File: src/common/wkm_pkg.sv
// Constants and types for the watchdog key, monitor select and self-test flag registers
package wkm_pkg;
	localparam int FRAME_W = 16;
	localparam int ADDR_HI = 15;
	localparam int ADDR_LO = 11;
	localparam int TYPE_BIT = 10;
	localparam int DATA_HI = 8;
	localparam int DATA_LO = 1;
	localparam logic TYPE_WRITE = 1'h1;
	localparam logic [4:0] ADDR_KEY = 5'h0B;
	localparam logic [4:0] ADDR_MUX = 5'h0C;
	localparam logic [4:0] ADDR_VFY0 = 5'h0D;
	localparam logic [4:0] ADDR_VFY1 = 5'h0E;
	localparam logic [7:0] KEY_FIRST = 8'hD3;
	localparam logic [7:0] KEY_SECOND = 8'h33;
	localparam logic [7:0] KEY_FLASH = 8'hCC;
	localparam logic [7:0] KEY_CONFIG = 8'hCD;
	localparam logic [7:0] KEY_RESTART = 8'hCE;
	localparam logic [7:0] KEY_DISABLE = 8'hCF;
	localparam int ACT_FLASH = 0;
	localparam int ACT_CONFIG = 1;
	localparam int ACT_RESTART = 2;
	localparam int ACT_DISABLE = 3;
	localparam logic [3:0] MUX_RESET = 4'h0;
	localparam logic [3:0] MUX_LAST = 4'hB;
	localparam logic [7:0] VFY0_RESET = 8'h00;
	localparam logic [3:0] VFY1_RESET = 4'h0;
	localparam logic [15:0] REPLY_RESET = 16'h0000;
	// Flag positions in the main result register
	localparam int VFY0_SELFTEST = 7;
	localparam int VFY0_THERMAL = 6;
	localparam int VFY0_PREREG_OV = 5;
	localparam int VFY0_PREREG_UV = 4;
	localparam int VFY0_MCU_OV = 3;
	localparam int VFY0_MCU_UV = 2;
	localparam int VFY0_GEN_OV = 1;
	localparam int VFY0_GEN_UV = 0;
	// Flag positions in the sensor result register
	localparam int VFY1_S1_OV = 3;
	localparam int VFY1_S1_UV = 2;
	localparam int VFY1_S2_OV = 1;
	localparam int VFY1_S2_UV = 0;

	typedef enum logic [2:0] {
		KEY_IDLE = 3'b001,
		KEY_GOT1 = 3'b010,
		KEY_GOT2 = 3'b100
	} wkm_key_step_t;

	// Odd parity: bit that makes the whole frame's one count odd
	function automatic logic wkm_parity_bit(logic [14:0] upper);
		return ~(^upper);
	endfunction
endpackage

File: src/core/wkm_regs.sv
// Watchdog unlock key, analog monitor select and self-test result registers
`timescale 1ns/1ps
module wkm_regs (
	input wire logic mclk,
	input wire logic rst_n,
	input wire logic spi_sck,
	input wire logic spi_cs_n,
	input wire logic spi_mosi,
	output logic spi_miso,
	output logic spi_miso_oe,
	input wire logic [7:0] check_failed_main,
	input wire logic [3:0] check_failed_sensor,
	output logic flash_mode_req,
	output logic config_mode_req,
	output logic wd_restart_req,
	output logic wd_disable_req,
	output logic [3:0] monitor_select,
	output logic monitor_route_en,
	output logic [7:0] selftest_result_main,
	output logic [3:0] selftest_result_sensor
);
	typedef struct packed {
		wkm_pkg::wkm_key_step_t key_step;
		logic [3:0] act;
		logic [3:0] mux_sel;
		logic route_en;
		logic [7:0] vfy0;
		logic [3:0] vfy1;
		logic [15:0] reply;
	} wkm_regs_st_t;

	wkm_regs_st_t st;
	wkm_regs_st_t next_st;
	logic rx_valid;
	logic [15:0] rx_word;
	logic [4:0] addr;
	logic is_write;
	logic [7:0] data;
	logic par_ok;
	logic frame_ok;
	logic key_wr;
	logic mux_wr;
	logic [7:0] clr0;
	logic [3:0] clr1;
	logic [7:0] rd_data;
	logic [14:0] reply_upper;

	// One register written by a good frame
	function automatic logic wr_hit(input logic ok, input logic wr, input logic [4:0] a,
		input logic [4:0] target);
		return ok & wr & (a == target);
	endfunction

	wkm_spi_frame i_wkm_spi_frame (
		.mclk(mclk),
		.rst_n(rst_n),
		.sck(spi_sck),
		.cs_n(spi_cs_n),
		.mosi(spi_mosi),
		.tx_word(st.reply),
		.miso(spi_miso),
		.miso_oe(spi_miso_oe),
		.rx_valid(rx_valid),
		.rx_word(rx_word)
	);

	// Frame fields
	assign addr = rx_word[wkm_pkg::ADDR_HI:wkm_pkg::ADDR_LO];
	assign is_write = rx_word[wkm_pkg::TYPE_BIT] == wkm_pkg::TYPE_WRITE;
	assign data = rx_word[wkm_pkg::DATA_HI:wkm_pkg::DATA_LO];
	assign par_ok = rx_word[0] == wkm_pkg::wkm_parity_bit(rx_word[15:1]);
	assign frame_ok = rx_valid & par_ok;
	assign key_wr = wr_hit(frame_ok, is_write, addr, wkm_pkg::ADDR_KEY);
	assign mux_wr = wr_hit(frame_ok, is_write, addr, wkm_pkg::ADDR_MUX);
	assign clr0 = wr_hit(frame_ok, is_write, addr, wkm_pkg::ADDR_VFY0) ? data : 8'h00;
	assign clr1 = wr_hit(frame_ok, is_write, addr, wkm_pkg::ADDR_VFY1) ? data[3:0] : 4'h0;

	always_comb begin
		next_st = st;
		next_st.act = 4'h0;
		rd_data = 8'h00;
		reply_upper = 15'h0000;
		// Unlock sequence
		if (key_wr) begin
			unique case (st.key_step)
				wkm_pkg::KEY_IDLE: begin
					if (data == wkm_pkg::KEY_FIRST) begin
						next_st.key_step = wkm_pkg::KEY_GOT1;
					end
				end
				wkm_pkg::KEY_GOT1: begin
					if (data == wkm_pkg::KEY_SECOND) begin
						next_st.key_step = wkm_pkg::KEY_GOT2;
					end else begin
						next_st.key_step = wkm_pkg::KEY_IDLE;
					end
				end
				wkm_pkg::KEY_GOT2: begin
					next_st.key_step = wkm_pkg::KEY_IDLE;
					if (data == wkm_pkg::KEY_FLASH) begin
						next_st.act[wkm_pkg::ACT_FLASH] = 1'b1;
					end else if (data == wkm_pkg::KEY_CONFIG) begin
						next_st.act[wkm_pkg::ACT_CONFIG] = 1'b1;
					end else if (data == wkm_pkg::KEY_RESTART) begin
						next_st.act[wkm_pkg::ACT_RESTART] = 1'b1;
					end else if (data == wkm_pkg::KEY_DISABLE) begin
						next_st.act[wkm_pkg::ACT_DISABLE] = 1'b1;
					end
				end
				default: begin
					next_st.key_step = wkm_pkg::KEY_IDLE;
				end
			endcase
		end
		// Monitor select and its routing qualifier
		if (mux_wr) begin
			next_st.mux_sel = data[3:0];
		end
		next_st.route_en = next_st.mux_sel <= wkm_pkg::MUX_LAST;
		// Result flags: a failure in the clearing cycle still lands
		next_st.vfy0 = (st.vfy0 & ~clr0) | check_failed_main;
		next_st.vfy1 = (st.vfy1 & ~clr1) | check_failed_sensor;
		// Reply for the next frame
		if (rx_valid) begin
			next_st.reply = wkm_pkg::REPLY_RESET;
			if (par_ok && !is_write) begin
				if (addr == wkm_pkg::ADDR_KEY) begin
					rd_data = 8'h00;
				end else if (addr == wkm_pkg::ADDR_MUX) begin
					rd_data = {4'h0, st.mux_sel};
				end else if (addr == wkm_pkg::ADDR_VFY0) begin
					rd_data = st.vfy0;
				end else if (addr == wkm_pkg::ADDR_VFY1) begin
					rd_data = {4'h0, st.vfy1};
				end
				if (addr >= wkm_pkg::ADDR_KEY && addr <= wkm_pkg::ADDR_VFY1) begin
					reply_upper = {addr, 1'b0, 1'b0, rd_data};
					next_st.reply = {reply_upper, wkm_pkg::wkm_parity_bit(reply_upper)};
				end
			end
		end
	end

	always_ff @(posedge mclk or negedge rst_n) begin
		if (!rst_n) begin
			st <= '{key_step: wkm_pkg::KEY_IDLE, act: 4'h0, mux_sel: wkm_pkg::MUX_RESET,
				route_en: 1'b1, vfy0: wkm_pkg::VFY0_RESET, vfy1: wkm_pkg::VFY1_RESET,
				reply: wkm_pkg::REPLY_RESET};
		end else begin
			st <= next_st;
		end
	end

	assign flash_mode_req = st.act[wkm_pkg::ACT_FLASH];
	assign config_mode_req = st.act[wkm_pkg::ACT_CONFIG];
	assign wd_restart_req = st.act[wkm_pkg::ACT_RESTART];
	assign wd_disable_req = st.act[wkm_pkg::ACT_DISABLE];
	assign monitor_select = st.mux_sel;
	assign monitor_route_en = st.route_en;
	assign selftest_result_main = st.vfy0;
	assign selftest_result_sensor = st.vfy1;

	// Per-flag set, clear and hold
	for (genvar i = 0; i < 8; i++) begin : g_main_flag

	end

	// Sensor flags likewise
	for (genvar j = 0; j < 4; j++) begin : g_sensor_flag

	end
endmodule // wkm_regs

File: src/core/wkm_spi_frame.sv
// Serial frame receiver and reply shifter, oversampled on the system clock
`timescale 1ns/1ps
module wkm_spi_frame (
	input wire logic mclk,
	input wire logic rst_n,
	input wire logic sck,
	input wire logic cs_n,
	input wire logic mosi,
	input wire logic [15:0] tx_word,
	output logic miso,
	output logic miso_oe,
	output logic rx_valid,
	output logic [15:0] rx_word
);
	typedef struct packed {
		logic [2:0] sck_s;
		logic [2:0] cs_s;
		logic [2:0] mosi_s;
		logic sck_f;
		logic cs_f;
		logic mosi_f;
		logic [15:0] shift;
		logic [4:0] cnt;
		logic [15:0] tx;
		logic miso;
		logic oe;
		logic valid;
	} wkm_spi_st_t;

	wkm_spi_st_t st;
	wkm_spi_st_t next_st;
	logic sck_rise;
	logic sck_fall;
	logic cs_fall;
	logic cs_rise;

	always_comb begin
		next_st = st;
		next_st.valid = 1'b0;
		next_st.sck_s = {st.sck_s[1:0], sck};
		next_st.cs_s = {st.cs_s[1:0], cs_n};
		next_st.mosi_s = {st.mosi_s[1:0], mosi};
		// A pin change counts once stages two and three agree
		if (st.sck_s[1] == st.sck_s[2]) begin
			next_st.sck_f = st.sck_s[2];
		end
		if (st.cs_s[1] == st.cs_s[2]) begin
			next_st.cs_f = st.cs_s[2];
		end
		if (st.mosi_s[1] == st.mosi_s[2]) begin
			next_st.mosi_f = st.mosi_s[2];
		end
		sck_rise = next_st.sck_f & ~st.sck_f;
		sck_fall = ~next_st.sck_f & st.sck_f;
		cs_fall = ~next_st.cs_f & st.cs_f;
		cs_rise = next_st.cs_f & ~st.cs_f;
		if (cs_fall) begin
			next_st.cnt = 5'h00;
			next_st.tx = tx_word;
			next_st.miso = tx_word[15];
			next_st.oe = 1'b1;
		end else if (!next_st.cs_f) begin
			if (sck_rise) begin
				next_st.shift = {st.shift[14:0], next_st.mosi_f};
				if (st.cnt != 5'h1F) begin
					next_st.cnt = st.cnt + 5'h01;
				end
			end
			if (sck_fall) begin
				next_st.tx = {st.tx[14:0], 1'b0};
				next_st.miso = st.tx[14];
			end
		end
		if (cs_rise) begin
			next_st.oe = 1'b0;
			next_st.miso = 1'b0;
			// Only whole 16-bit frames are handed on
			if (st.cnt == 5'(wkm_pkg::FRAME_W)) begin
				next_st.valid = 1'b1;
			end
		end
	end

	always_ff @(posedge mclk or negedge rst_n) begin
		if (!rst_n) begin
			st <= '{sck_s: 3'h0, cs_s: 3'h7, mosi_s: 3'h0, sck_f: 1'b0, cs_f: 1'b1,
				mosi_f: 1'b0, shift: 16'h0000, cnt: 5'h00, tx: 16'h0000,
				miso: 1'b0, oe: 1'b0, valid: 1'b0};
		end else begin
			st <= next_st;
		end
	end

	assign miso = st.miso;
	assign miso_oe = st.oe;
	assign rx_valid = st.valid;
	assign rx_word = st.shift;
endmodule // wkm_spi_frame

File: config.mk
export PLATFORM = sky130hd
export DESIGN_NAME = wkm_regs
export DESIGN_NICKNAME = d
export VERILOG_FILES = /design/src/common/wkm_pkg.sv /design/src/core/wkm_regs.sv /design/src/core/wkm_spi_frame.sv
export SDC_FILE = /design/constraint.sdc
export NUM_CORES = 1
export LEC_CHECK = 0
export BUFFER_PORTS_ARGS = -buffer_cell sky130_fd_sc_hd__buf_4
export CAP_MARGIN = 30
export CORE_UTILIZATION = 40
export DETAILED_ROUTE_END_ITERATION = 12
export GPL_TIMING_DRIVEN = 0
export HOLD_SLACK_MARGIN = 0.08
export PLACE_DENSITY = 0.65
export SYNTH_ARGS = -nofsm -noshare
export SYNTH_HDL_FRONTEND = slang
export SYNTH_SLANG_ARGS = --single-unit
export TNS_END_PERCENT = 30
File: constraint.sdc
create_clock -name mclk -period 2.7 [get_ports mclk]
set_input_delay 0.135 -clock mclk [delete_from_list [all_inputs] [get_ports mclk]]
set_output_delay 0.135 -clock mclk [all_outputs]
set_load 0.01 [all_outputs]
# Yosys cells after proc, flatten, opt, wreduce, memory -nomap -nowiden

Index checks and enable logic that the tools add are counted.
W data, S select, Z words.

Output and inout port bits: 23
Register bits after elaboration: 91

$lt $le $gt $ge: 3
Mux-type cells: 34
$add $sub $neg: 1
Equal/unequal tests: 22
Bitwise operators: 23
Reductions and logical operators: 15

Operators by type and width:

| kind                  | number |
|---|---|
| $mux W8               | 6 |
| $mux W22              | 2 |
| $eq A8 B8 Y1 const B  | 5 |
| $mux W16              | 2 |
| $reduce_xor A15 Y1    | 2 |
| $eq A5 B4 Y1 const B  | 4 |
| $mux W4               | 5 |
| $mux W17              | 1 |
| $mux W3               | 4 |
| $and A1 B1 Y1         | 10 |
| $mux W1               | 10 |
| $mux W5               | 2 |
| $and A8 B8 Y8         | 1 |
| $eq A8 B6 Y1 const B  | 1 |
| $not A8 Y8            | 1 |
| $or A8 B8 Y8          | 1 |
| $reduce_bool A2 Y1    | 4 |
| $not A1 Y1            | 7 |
| $pmux W3 S2           | 1 |
| $reduce_and A2 Y1     | 3 |
| $reduce_and A3 Y1     | 2 |
| $add A5 B1 Y5 const B | 1 |
| $eq A5 B5 Y1 const B  | 1 |
| $ge A5 B4 Y1 const B  | 1 |
| other kinds (16)      | 21 |

# Depth between registers and ports, before layout

Depth after elaboration: 11
Mapped depth: 9
Mapped depth without buffers: 8

# Modules after synthesis

A second synthesis with hierarchy kept.

Cell total of the unflattened synthesis: 394
Area, all modules: 4,520.6 um2

Modules (own cells, without submodules):

| module        | cells each | sequential area each (um2) | instances | area an instance (um2) |
|---|---|---|---|---|
| wkm_regs      | 206        | 953.4                      | 1         | 2,260.9 |
| wkm_spi_frame | 188        | 1,281.2                    | 1         | 2,259.7 |

# Worst setup path before layout

No wires, ideal clock.

Path kind: register to register
From: reg i_wkm_spi_frame.st, in the netlist i_wkm_spi_frame.rx_word[1]
To: reg (tool-made name)
Path slack: 0.331 ns
Stages on the path, launching flop included: 9
Path buffers: 1
Arrival time: 2.242 ns
Data required time: 2.572 ns
Setup time: 0.128 ns
Cell sequence: dfrtp_1 -> inv_1 -> ha_1 -> xnor2_1 -> xnor3_2 -> xnor2_4 -> and4_1 -> buf_2 -> mux2_1

RTL lines:

| element                | line                | text |
|---|---|---|
| from (decl)            | wkm_spi_frame.sv:30 | `wkm_spi_st_t st;` |
| from (signal assigned) | wkm_spi_frame.sv:86 | `st <= '{sck_s: 3'h0, cs_s: 3'h7, mosi_s: 3'h0, sck_f: 1'b0, cs_f: 1'b1,` |
| from (signal assigned) | wkm_spi_frame.sv:90 | `st <= next_st;` |

==> results.md <==
- Synth Net Count: 423
- Vias in the first global route: 2,929
- Total GRT Usage: 16.40%
- Placed Instances: 558
- HP Class: in -> async
- Clock buffer depth: 2
- Grt ovf: 0
- Mapped Avg Cell Area: 11.31 µm²
- Detailed Routing Iterations Pass 1: 6
- Fin Hold WS: 0.3042 ns
- Fmax: 0.3903 GHz
- Synth Flop Type: dfrtp_1
- Worst-skew pair later-pin latency: 0.36 ns
- Antenna-violating nets left: 0
- First-pass GRT wire length: 14,330 µm
- Buffers on Ports: 39
- Startpoint types: flip-flop
- Pin count of the biggest net entering global routing: 48
- Ys Warns: 0
- Crit Path Max Fanout: 7
- N_diodes: 0
- FF-to-FF setup slack: 0.14 ns
- Final period util: 94.91%
- Worst-path clk slew: 0.09 ns
- CTS tree: built
- Area growth, synth to finish: 20.19%
- Final hold vios: 0
- CTS Buf Count: 9
- Power Dens Cells: 534.1 nW/µm²
- Die footprint: 11,220 µm²
- Reg2reg path depth: 8
- Routed len/inst: 14.39 µm
- Most frequent cells in the layout: dfrtp_1, buf_4, nand2_1
- Pleak: 2.328 nW
- CP Class: reg -> reg
- Worst vdd ir: 288.6 µV
- # fillers: 949
- Met2 usage: 26.84%
- Slew Limit Headroom: 54.92%
- Unrepaired setup endpoints after global routing: false
- Initial core utilization: 41.47%
- Post-synthesis async set-or-reset flop share: 100.0%
- IO Pins: 40
- Worst-Margin Slew: 0.6707 ns
- Slew Limit Fails: 0
- Chip width: 105.9 µm
- Row cnt: 37
- Skew final: 0.01077 ns
- CP Capture Type: flip-flop
- Post-Syn Area: 4319 µm²
- Seq cells post-synth: 89
- Most common cell after layout, fill and taps aside: dfrtp_1
- Grt peak-use layer: met2
- Yosys cell types: 49
- Number of synthesized flops with an enable pin: 0
- Antenna violations before repair: 0
- TNS Setup: 0 ns
- Global placement routability congestion: 0.8113
- Crit path from: i_wkm_spi_frame.rx_word[2]$_DFFE_PN0P_
- Clk root buf: clkbuf_8
- Detailed Route Iter0 Violations: 151
- Status: completed
- Final net count: 492
- Clock sink total: 89
- CP Data Arrival Time: 2.81 ns
- M3 GR Usage: 3.495%
- Share of post-route cells with drive strength above 1: 21.49%
- Final setup viols: 0
- Final worst path period need: 2.562 ns
- DP Wirelength: 6109 µm
- Die Span Y: 105.9 µm
- Final std cells w/o fill: 592
- WP data required: 2.95 ns
- Final WL: 8516 µm
- Vias per std cell: 4.877
- Seq/Total Area, Yosys: 51.74%
- GR Util met1: 21.92%
- Core Box Area: 10,420 µm²
- Maxcap violations: 0
- DRC viols: 0
- Reg-to-Reg Start: i_wkm_spi_frame.rx_word[2]$_DFFE_PN0P_
- CTS H-Tree Depth: 3
- Via count: 2,887
- Cell count after synthesis: 382
==> Yosys cell counts (3+ instances only) <==
cell type,count,area [µm²]
inv_1,19,71.32
nor2b_1,6,37.54
mux2_1,11,123.9
maj3_1,3,30.03
and4_1,3,26.28
dfrtp_1,83,2077
a21o_1,12,90.09
ha_1,24,300.3
nand3_1,5,25.02
nand2b_1,3,18.77
o21ai_1,15,75.07
xnor2_1,8,70.07
mux2i_1,18,180.2
dfstp_2,6,157.7
clkbuf_1,8,30.03
buf_2,6,30.03
and3_1,5,31.28
buf_4,17,127.6
xor2_1,4,35.03
nor2_1,15,56.30
nand2_1,47,176.4
o2bb2ai_1,4,35.03
a22o_1,8,70.07
nand3b_1,4,30.03
o21ai_0,13,65.06
a21oi_1,7,35.03
==> kinds of logic (layout without fill, tap and decap cells) <==
family                   after synthesis  after routing  share of synthesized area, %
AO/OA/AOI/OAI                         66             66                         10.60
multiplexers                          29             29                         7.039
buffers and inverters                 51            125                         6.083
XOR/XNOR                              16             16                         4.519
AND/OR/NAND/NOR                      104            104                         12.37
adder cells (fa/ha/maj)               27             27                         7.648
flip-flops                            89             89                         51.74
==> layout make-up <==
class                           instances  area [µm²]  area share, %
Sequential cell                        89        2237          43.09
Multi-Input combinational cell        242        1822          35.09
Timing Repair Buffer                   58       495.5          9.544
Buffer                                 31       187.7          3.615
Tap cell                              136       170.2          3.278
Clock buffer                           10       137.6          2.651
Inverter                               20       75.07          1.446
Clock inverter                          6       66.31          1.277
==> repair_timing <==
item                                    in CTS  in global routing
endpoints found under the hold margin       52                  0
resized for setup                            1                  1
hold buffers                                16                  0
endpoints found under the setup margin       6                 15
buffers inserted                             0                  2
==> critical path: stages (launching register included) <==
cell and delay, ns:
dfrtp_2 0.47, inv_1 0.12, ha_1 0.24, xnor2_1 0.22, xnor3_2 0.43, xnor2_4 0.22, and4_1 0.22, buf_2 0.18
mux2_1 0.34
==> how the worst max path moves through the flow <==
stage	endpoint	slack [ns]
2_1_floorplan	flip-flop	0.33
5_1_grt	st[39]$_DFFE_PN0P_	0.003
3_3_place_gp	st[38]$_DFFE_PN0P_	0.05
6_report	flip-flop	0.14
3_5_place_dp	flip-flop	-0.0002
4_1_cts	flip-flop	0.06
==> power breakdown <==
part	leakage [nW]	switching, W	internal [W]
Combinational	1.10	0.000206	0.000208
Sequential	1.13	0.0000441	0.00138
Clock	0.0949	0.000484	0.000454
Total	2.33	0.000734	0.00204
==> stage by stage <==
stage / area (µm²) / setup WS (ns) / util (%) / power, W
floorplan: 4319 / 0.3307 / - / 0.001701
global placement: 4782 / 0.04759 / 45.91 / 0.001807
detailed placement: 4810 / -0.0002482 / 46.17 / 0.001822
CTS: 5175 / 0.06419 / 49.68 / 0.002782
global route: 5191 / 0.002588 / 49.84 / 0.002910
finish: 5191 / 0.1375 / 49.84 / 0.002773
==> flip-flops by register name, indices dropped and copies added, names as in the netlist, named ones only <==
name	cells
selftest_result_sensor	4
monitor_route_en	1
i_wkm_spi_frame.st	26
i_wkm_spi_frame.next_st	6
st	17
config_mode_req	1
i_wkm_spi_frame.rx_word	16
wd_restart_req	1
i_wkm_spi_frame.miso	1
flash_mode_req	1
monitor_select	2
i_wkm_spi_frame.miso_oe	1
selftest_result_main	8
wd_disable_req	1
i_wkm_spi_frame.rx_valid	1
==> layer usage <==
metal	part of all wire (%)	up-vias
li1	-	1430
met1	48	1417
met2	49	32
met3	2.7	8
met4	1.0	0
met5	0	-
Note: power is estimated with default switching activity, not from simulation.
